**config.mk**
```make
export PLATFORM = sky130hd
export DESIGN_NAME = udc_counter
export DESIGN_NICKNAME = d
export VERILOG_FILES = /design/src/shared/udc_pkg.sv /design/src/hdl/udc_core.sv /design/src/hdl/udc_counter.sv
export SDC_FILE = /design/constraint.sdc
export NUM_CORES = 1
export LEC_CHECK = 0
export BUFFER_PORTS_ARGS = -buffer_cell sky130_fd_sc_hd__buf_2
export CORE_UTILIZATION = 37
export CTS_CLUSTER_DIAMETER = 80
export DETAILED_ROUTE_END_ITERATION = 16
export GPL_ROUTABILITY_DRIVEN = 0
export PLACE_DENSITY_LB_ADDON = 0.08
export SETUP_SLACK_MARGIN = 0.05
export SLEW_MARGIN = 20
export SYNTH_ARGS = -nofsm -noshare
export SYNTH_HDL_FRONTEND = slang
export SYNTH_SLANG_ARGS = --single-unit
```
**constraint.sdc**
```tcl
create_clock -name clk -period 2 [get_ports clk]
set_clock_uncertainty 0.1 [all_clocks]
set_input_delay 0.4 -clock clk [delete_from_list [all_inputs] [get_ports clk]]
set_output_delay 0.4 -clock clk [all_outputs]
set_load 0.05 [all_outputs]
```
**src/shared/udc_pkg.sv**
```systemverilog
// Constants for the loadable up/down counter and its register window.
// Assumes a 32-bit register port with word-aligned byte addresses.
package udc_pkg;

  localparam int unsigned UDC_CNT_W_DEF = 8;
  localparam int unsigned UDC_ADDR_W = 4;
  localparam int unsigned UDC_DATA_W = 32;

  // Register byte offsets
  localparam logic [UDC_ADDR_W-1:0] UDC_OFF_STATUS = 4'h0;
  localparam logic [UDC_ADDR_W-1:0] UDC_OFF_MASK = 4'h4;
  localparam logic [UDC_ADDR_W-1:0] UDC_OFF_COUNT = 4'h8;

  // Event bits, same layout in status and mask
  localparam int unsigned UDC_EVT_N = 2;
  localparam int unsigned UDC_EVT_WRAP = 0;
  localparam int unsigned UDC_EVT_LOAD = 1;

  localparam logic [UDC_EVT_N-1:0] UDC_STATUS_RST = 2'h0;
  localparam logic [UDC_EVT_N-1:0] UDC_MASK_RST = 2'h0;
  localparam logic [UDC_DATA_W-1:0] UDC_RD_UNMAPPED = 32'h0000_0000;

endpackage : udc_pkg

```
**src/hdl/udc_core.sv**
```systemverilog
// Counter datapath: count register with async clear, load, enable and direction.
// Assumes control inputs come from logic on the same clock.
`timescale 1ns/1ps
module udc_core import udc_pkg::*; #(
  parameter int unsigned CNT_W = UDC_CNT_W_DEF,
  parameter bit HAS_CLEAR = 1'b1
) (
  input wire logic clk,
  input wire logic clr_n,
  input wire logic load_n,
  input wire logic cnt_en,
  input wire logic direction_select,
  input wire logic [CNT_W-1:0] data_in,
  output logic [CNT_W-1:0] count,
  output logic term,
  output logic wrap_evt,
  output logic load_evt
);

  logic [CNT_W-1:0] count_r;
  logic [CNT_W-1:0] count_nxt;

  always_comb begin
    if (!load_n) begin
      count_nxt = data_in;
    end else if (cnt_en) begin
      if (direction_select) begin
        count_nxt = count_r + CNT_W'(1);
      end else begin
        count_nxt = count_r - CNT_W'(1);
      end
    end else begin
      count_nxt = count_r;
    end
  end

  // Setting HAS_CLEAR to 0 removes the async path for a smaller, faster counter
  generate
    if (HAS_CLEAR) begin : g_clear
      always_ff @(posedge clk or negedge clr_n) begin
        if (!clr_n) begin
          count_r <= '0;
        end else begin
          count_r <= count_nxt;
        end
      end
    end else begin : g_noclear
      always_ff @(posedge clk) begin
        count_r <= count_nxt;
      end
    end
  endgenerate

  assign count = count_r;
  assign term = direction_select ? (&count_r) : ~(|count_r);
  assign wrap_evt = load_n & cnt_en & term;
  assign load_evt = ~load_n;

endmodule : udc_core

```
**src/hdl/udc_counter.sv**
```systemverilog
// Loadable up/down counter with terminal flag and a small event/interrupt window.
// Assumes control pins driven by same-clock logic; clr_n may be asynchronous.
// Notes on behaviour
// - The width parameter is at least one and sets both data and count buses.
// - Load and counting happen only on the rising clock edge.
// - A low clear input zeros the count at once and overrides load and enable; load and wrap events still set status.
// - Priority is clear, then load, then enable, then direction.
// - With load low at an edge the count takes the data input.
// - With enable low and no load the count holds.
// - Enabled, the count steps up when direction is high, down when low.
// - The terminal flag marks all ones counting up and all zeros counting down.
// - With the clear tied high the clear logic may be left out.
`timescale 1ns/1ps
module udc_counter import udc_pkg::*; #(
  parameter int unsigned CNT_W = UDC_CNT_W_DEF,
  parameter bit HAS_CLEAR = 1'b1
) (
  input wire logic clk,
  input wire logic rst_n,
  input wire logic clr_n,
  input wire logic load_n,
  input wire logic cnt_en,
  input wire logic direction_select,
  input wire logic [CNT_W-1:0] data_in,
  output logic [CNT_W-1:0] count,
  output logic term,
  input wire logic [UDC_ADDR_W-1:0] reg_addr,
  input wire logic [UDC_DATA_W-1:0] reg_wdata,
  input wire logic reg_wr,
  input wire logic reg_rd,
  output logic [UDC_DATA_W-1:0] reg_rdata,
  output logic irq
);

  logic [CNT_W-1:0] count_w;
  logic term_w;
  logic wrap_evt;
  logic load_evt;
  logic [UDC_EVT_N-1:0] status_r;
  logic [UDC_EVT_N-1:0] mask_r;
  logic [UDC_EVT_N-1:0] evt;
  logic [UDC_DATA_W-1:0] rd_val;

  // Width of one bit is the smallest legal counter
  if (CNT_W < 1) begin : g_bad_width
    $error("counter width must be at least one");
  end

  udc_core #(
    .CNT_W(CNT_W),
    .HAS_CLEAR(HAS_CLEAR)
  ) u_core (
    .clk(clk),
    .clr_n(clr_n),
    .load_n(load_n),
    .cnt_en(cnt_en),
    .direction_select(direction_select),
    .data_in(data_in),
    .count(count_w),
    .term(term_w),
    .wrap_evt(wrap_evt),
    .load_evt(load_evt)
  );

  // Flag stays a live decode so a direction change shows without a clock
  assign count = count_w;
  assign term = term_w;

  assign evt[UDC_EVT_WRAP] = wrap_evt;
  assign evt[UDC_EVT_LOAD] = load_evt;

  // A new event beats a write-one-to-clear in the same cycle
  always_ff @(posedge clk) begin
    if (!rst_n) begin
      status_r <= UDC_STATUS_RST;
    end else if (reg_wr && reg_addr == UDC_OFF_STATUS) begin
      status_r <= (status_r & ~reg_wdata[UDC_EVT_N-1:0]) | evt;
    end else begin
      status_r <= status_r | evt;
    end
  end

  always_ff @(posedge clk) begin
    if (!rst_n) begin
      mask_r <= UDC_MASK_RST;
    end else if (reg_wr && reg_addr == UDC_OFF_MASK) begin
      mask_r <= reg_wdata[UDC_EVT_N-1:0];
    end
  end

  always_ff @(posedge clk) begin
    if (!rst_n) begin
      irq <= 1'b0;
    end else begin
      irq <= |(status_r & mask_r);
    end
  end

  always_comb begin
    rd_val = UDC_RD_UNMAPPED;
    case (reg_addr)
      UDC_OFF_STATUS: rd_val = UDC_DATA_W'(status_r);
      UDC_OFF_MASK: rd_val = UDC_DATA_W'(mask_r);
      UDC_OFF_COUNT: rd_val = UDC_DATA_W'(count_w);
      default: rd_val = UDC_RD_UNMAPPED;
    endcase
  end

  // Read data stands only in the cycle after the strobe
  always_ff @(posedge clk) begin
    if (!rst_n) begin
      reg_rdata <= '0;
    end else if (reg_rd) begin
      reg_rdata <= rd_val;
    end else begin
      reg_rdata <= '0;
    end
  end

  a_clear_zeros: assert property (
    @(posedge clk) disable iff (!rst_n)
    (HAS_CLEAR && !clr_n) |-> (count == '0))
    else $error("count not zero while clear held low");

  a_load_takes: assert property (
    @(posedge clk) disable iff (!rst_n || !clr_n)
    !load_n |=> (count == $past(data_in)))
    else $error("load did not take the data input");

  a_load_over_en: assert property (
    @(posedge clk) disable iff (!rst_n || !clr_n)
    (!load_n && cnt_en) |=> (count == $past(data_in)) && status_r[UDC_EVT_LOAD])
    else $error("enable overrode load");

  a_standby_hold: assert property (
    @(posedge clk) disable iff (!rst_n || !clr_n)
    (load_n && !cnt_en) |=> $stable(count))
    else $error("count moved in standby");

  a_step_up: assert property (
    @(posedge clk) disable iff (!rst_n || !clr_n)
    (load_n && cnt_en && direction_select) |=> (count == $past(count) + CNT_W'(1)))
    else $error("count did not step up by one");

  a_step_down: assert property (
    @(posedge clk) disable iff (!rst_n || !clr_n)
    (load_n && cnt_en && !direction_select) |=> (count == $past(count) - CNT_W'(1)))
    else $error("count did not step down by one");

  a_wrap_up_zero: assert property (
    @(posedge clk) disable iff (!rst_n || !clr_n)
    (load_n && cnt_en && direction_select && (&count)) |=>
      (count == '0) && status_r[UDC_EVT_WRAP] ##1 (irq || !mask_r[UDC_EVT_WRAP]))
    else $error("up wrap did not reach zero or interrupt missing");

  a_term_decode: assert property (
    @(posedge clk) disable iff (!rst_n)
    term == (direction_select ? (&count) : (count == '0)))
    else $error("terminal flag disagrees with count and direction");

  a_irq_level: assert property (
    @(posedge clk) disable iff (!rst_n)
    |(status_r & mask_r) |=> irq)
    else $error("interrupt missing for unmasked status");

  a_read_one_cycle: assert property (
    @(posedge clk) disable iff (!rst_n)
    !reg_rd |=> (reg_rdata == '0))
    else $error("read data outside the answer cycle");

endmodule : udc_counter

```
# [Word-level counts from Yosys, hierarchy flattened]
# Cells that the tools add are included.
[word_totals] reg_bits=45 out_inout_bits=42
[op_classes] muxes=6 n_reduce_logical=7 n_bitwise=9 add_sub_neg=2 n_eq_ne=3
[ops] cell="8-bit two-way mux" count=3
[ops] cell="8-bit case mux with 3 select lines" count=1
[ops] cell="8-bit by 1-bit adder with 8-bit output, second input constant" count=1
[ops] cell="8-bit AND reduction" count=1
[ops] cell="8-bit OR reduction" count=1
[ops] cell="8-bit by 1-bit subtractor with 8-bit output, second input constant" count=1
[ops] cell="2-bit bitwise AND" count=2
[ops] cell="4-bit by 3-bit equality test with 1-bit output, second input constant" count=1
[ops] cell="4-bit equality test, second input constant" count=1
[ops] cell="4-bit zero test" count=1
[ops] cell="2-bit OR" count=2
[ops] cell="1-bit bitwise AND" count=2
[ops] cell="1-bit logical AND" count=2
[ops] cell="2-bit two-way mux" count=1
[ops] cell="2-bit by 1-bit inequality test with 1-bit output, second input constant" count=1
[ops] cell="1-bit inverter" count=2
[ops] cell="2-bit inverter" count=1
[ops] cell="2-bit AND reduction" count=1
[ops] cell="2-bit OR reduction" count=1
[ops] cell="1-bit two-way mux" count=1

# [Logic depth before layout (Yosys ltp)]
[logic_depth] depth_word=6 mapped_depth=7 mapped_depth_nobuf=7

# [Cells and area by module]
# A second synthesis with hierarchy kept.
[hier_totals] hier_cells=160 hier_area_um2=1417.6
[by_module_without_submodules] mod="udc_core" area_each_um2=737.0 seq_area_each_um2=200.2 n_inst=1 cells_per_inst=89
[by_module_without_submodules] mod="udc_counter" area_each_um2=680.7 seq_area_each_um2=260.2 n_inst=1 cells_per_inst=71

# [Least setup slack after synthesis]
# No wires, ideal clock.
[synth_timing] path_kind="register to register" startpoint="reg u_core.count_r[0], in the netlist u_core.count[0]" endpoint="reg status_r[0]" period_less_slack_ns=2.703 stages_incl_launch_ff=5 arrival_time_ns=2.535 n_path_buf=0 setup_slack_ns=-0.703 path_cell_list="dfrtp_1 nand4_1 o31ai_1 a32oi_1 nor2b_1"
[synth_between] elab_chain_cells=6
[synth_rtl] element="start: declaration" line="udc_core.sv:20" source="logic [CNT_W-1:0] count_r;"
[synth_rtl] element="start signal: assignment" line="udc_core.sv:44" source="count_r <= count_nxt;"
[synth_rtl] element="8-bit OR reduction" line="udc_core.sv:55" source="assign term = direction_select ? (&count_r) : ~(|count_r);"
[synth_rtl] element="1-bit inverter" line="udc_core.sv:55"
[synth_rtl] element="1-bit two-way mux (*)" line="udc_core.sv:55"
[synth_rtl] element="via term" line="udc_counter.sv:26" source="output logic term,"
[synth_rtl] element="1-bit bitwise AND (*)" line="udc_core.sv:56" source="assign wrap_evt = load_n & cnt_en & term;"
[synth_rtl] element="2-bit OR (on tied branches)" line="udc_counter.sv:79, udc_counter.sv:77"
[synth_rtl] element="2-bit two-way mux (*)" line="udc_counter.sv:76" source="end else if (reg_wr && reg_addr == UDC_OFF_STATUS) begin"
[synth_rtl] element="end signal: assignment" line="udc_counter.sv:77" source="status_r <= (status_r & ~reg_wdata[UDC_EVT_N-1:0]) | evt;"
[synth_rtl] element="end signal: assignment" line="udc_counter.sv:79" source="status_r <= status_r | evt;"
[synth_rtl] element="end: declaration" line="udc_counter.sv:39" source="logic [UDC_EVT_N-1:0] status_r;"
# The timed path passes the listed nets; every way through them passes the cells marked *.
# A chain may end at the register's enable or synchronous reset.

# [Worst setup path after layout]
[layout_timing] startpoint="reg u_core.count_r[4], in the netlist u_core.count[4]" endpoint="out term"
[layout_between] elab_chain_cells=3
[layout_rtl] element="8-bit OR reduction" line="udc_core.sv:55"
[layout_rtl] element="1-bit inverter" line="udc_core.sv:55"
[layout_rtl] element="1-bit two-way mux (*)" line="udc_core.sv:55"
[layout_rtl] element="end: declaration" line="udc_counter.sv:26"
# Every way passes the cells marked *; elsewhere a longest branch is shown, timed or not.

==> flow_summary.json <==
{
  "status": "completed",
  "slew_violations": 0,
  "first_global_vias": 1075,
  "path_buf_inv": 1,
  "clk_latency_ns": 0.26,
  "required_ns": 1.50,
  "p_per_area_mw_per_mm2": 794.6,
  "synth_top_family_by_area": "simple AND/OR/NAND/NOR gates",
  "seqPwrFrac_pct": 36.1,
  "rsz0062_at_grt": "true",
  "clockBufferDepth": 2,
  "drive_gt1_share_pct": 36.45,
  "post-place-cells": 249,
  "p_leak_nw": 0.8594,
  "grt.overflow.total": 0,
  "dp_slack_ns": -0.1233,
  "cp-end-kind": "output port",
  "dp_hpwl_um": 2373,
  "synth_compound_area_share_pct": 15.88,
  "die_h_um": 63.05,
  "num_rows": 21,
  "peakVddDrop_uv": 287.7,
  "grt_max_degree": 20,
  "synthTopCellsByArea": "dfxtp_1, dfrtp_1, buf_4",
  "yosys.area_share.adder_pct": 6.897,
  "cap_violations": 0,
  "crit_slowest_cell": "dfrtp_2",
  "yosys.area.top_type": "dfxtp_1",
  "diodes": 0,
  "vias_per_cell": 4.731,
  "dieArea_mm2": 0.003975,
  "portBuffers": 39,
  "path_cells": "nor4_2 > nand3_2 > o31ai_4 > buf_6",
  "netlist_instances": 157,
  "p_total_mw": 1.426,
  "ys_types": 39,
  "core_region_area_mm2": 0.003442,
  "ys_ff_latch": 21,
  "synth_area_mm2": 0.001379,
  "min_path_type": "primary input to register",
  "dieWidth_um": 63.05,
  "cts_tree": "yes",
  "synthSimpleGateAreaFrac_pct": 20.42,
  "globalRouteTotalUtil_pct": 15.53,
  "instances_no_fill": 260,
  "n_fill_cell": 351,
  "first_iter_violations": 22,
  "clk_pin_slew_ns": 0.08,
  "multi_input_area_um2": 865.8,
  "fin_ws_ns": 0.02124,
  "regArea_um2": 470.5,
  "ant_nets": 0,
  "arrival_ns": 1.48,
  "antenna_found_initial": 0,
  "synth_flop_cell": "dfxtp_1",
  "yosysTopAreaCellShare_pct": 18.87,
  "cpPeakStageDelay_ns": 0.46,
  "ys_seq_area_share_pct": 33.39,
  "crit_family": "simple AND/OR/NAND/NOR gates",
  "p_sw_uw": 594.5,
  "crit_fanout": 6,
  "wl_um": 3059,
  "internal_power_uw": 831.1,
  "synth-xor-area-share_pct": 2.541,
  "cts_root_buf": "clkbuf_8",
  "layout_min_cycle_time_ns": 1.979,
  "wl_per_cell_um": 11.77,
  "syn_area_per_cell_um2": 8.782,
  "crit_type": "register to output port",
  "grt_pass1_wl_um": 4912,
  "clkPwrFrac_pct": 19.7,
  "finalCritPeriodShare_pct": 98.94,
  "cp-start-kind": "register",
  "initial_utilization_pct": 40.06,
  "final_common_cell": "buf_2",
  "synth-edff-count": 0,
  "routed-via-count": 1230,
  "nNetsFinal": 274,
  "areaGrowthSynthToFinish_pct": 30.13,
  "setup_viol": 0,
  "ys_async_sr_fraction_pct": 38.10,
  "ys_warn_count": 0,
  "combPwrFrac_pct": 44.2,
  "io_pins": 94,
  "synthMuxAreaShare_pct": 5.808,
  "swShare_pct": 41.70,
  "clock.fmax_mhz": 505.4,
  "clkSinkCount": 21,
  "drc": 0,
  "tns_ns": 0,
  "mostFrequentLayoutCells": "buf_2, conb_1, buf_4",
  "dr.pass1.iters": 4,
  "hold_violations": 0,
  "cts_buffers": 3,
  "cts-htree-levels": 1
}
## cell usage after synthesis (2+ instances only)
| library cell | instances |
|---|---|
| buf_4 | 24 |
| a21oi_1 | 13 |
| dfxtp_1 | 13 |
| nor2_1 | 13 |
| dfrtp_1 | 8 |
| mux2i_1 | 8 |
| and2_1 | 7 |
| nand2_1 | 7 |
| ha_1 | 6 |
| nor2b_1 | 6 |
| nand3_1 | 5 |
| a21o_1 | 4 |
| xnor2_1 | 4 |
| inv_1 | 3 |
| nand4_1 | 3 |
| o21ai_0 | 3 |
| a211o_1 | 2 |
| a211oi_1 | 2 |
| and3_1 | 2 |
| nand3b_1 | 2 |
| nor3_1 | 2 |
| nor4_1 | 2 |
| o21bai_1 | 2 |
## per-stage QoR
stage                     cell area, um^2  utilization (%)  hold WS, ns
after floorplan                      1490                -     0.004409
after global placement               1633            47.44       0.1578
after detailed placement             1633            47.44       0.1608
after CTS                            1739            50.53       0.2506
after global routing                 1794            52.13       0.2606
final                                1794            52.13       0.2478
## power by group through the flow
| stage | clock network, mW | logic, mW | registers, mW |
|---|---|---|---|
| 2_1_floorplan | 0 | 0.362 | 0.604 |
| 3_5_place_dp | 0 | 0.581 | 0.518 |
| 5_1_grt | 0.307 | 0.682 | 0.521 |
| 4_1_cts | 0.286 | 0.603 | 0.510 |
| 6_report | 0.280 | 0.631 | 0.515 |
| 3_3_place_gp | 0 | 0.577 | 0.515 |
## sequential cells by signal, summed over array words and instances (netlist names)
register	cells
reg_rdata	8
status_r	2
u_core.count	8
irq	1
mask_r	2
## path summary, 6_finish.rpt
kind	slack [ns]	from	cells past startpoint	end
min in group asynchronous	0.40	clr_n	2	u_core.count[2]
min	0.25	data_in[2]	2	u_core.count[2]
max	0.02	u_core.count[4]	4	term
max in group asynchronous	1.20	clr_n	2	u_core.count[0]
min reg2reg	0.39	status_r[1]	2	status_r[1]
max reg2reg	0.12	u_core.count[2]	6	u_core.count[7]
## repair_timing
item                                    in CTS  in global routing
buffers inserted                             4                  2
endpoints found under the setup margin       1                  5
gates resized for setup                      5                  8
hold buffers                                 1                  0
endpoints found under the hold margin        8                  0
pin swaps                                    3                  5
## per-layer routing
layer / track usage [%] / share of wire (%)
met2: 26.61 / 49
met4: 3.488 / 0
met1: 20.81 / 46
met5: 0 / 0
met3: 1.460 / 4.8
## area by class of cell
cell class | instances | area share, %
clock buffers | 3 | 2.301
clock inverters | 1 | 0.2789
inverters | 3 | 0.8368
multi-input cells | 129 | 48.26
flip-flops and latches | 21 | 26.22
well taps | 46 | 3.208
repair buffers | 57 | 18.90
## logic make-up after synthesis
logic type,Yosys count
and+or+nand+nor,53
DFF,21
buffers and inverters,30
other,1
adders and majority gates,7
muxes,8
xor gates and xnor gates,4
AOI/OAI and AO/OA,33
## worst reg2reg max path, delay by kind of cell, from the launching register on
kind                     cells  cell delay (ns)
AND/OR/NAND/NOR              2             0.50
flip-flops                   1             0.45
AO/OA/AOI/OAI                3             0.40
adder cells (fa/ha/maj)      1             0.37
No activity file was read; power rests on OpenSTA's default activity.
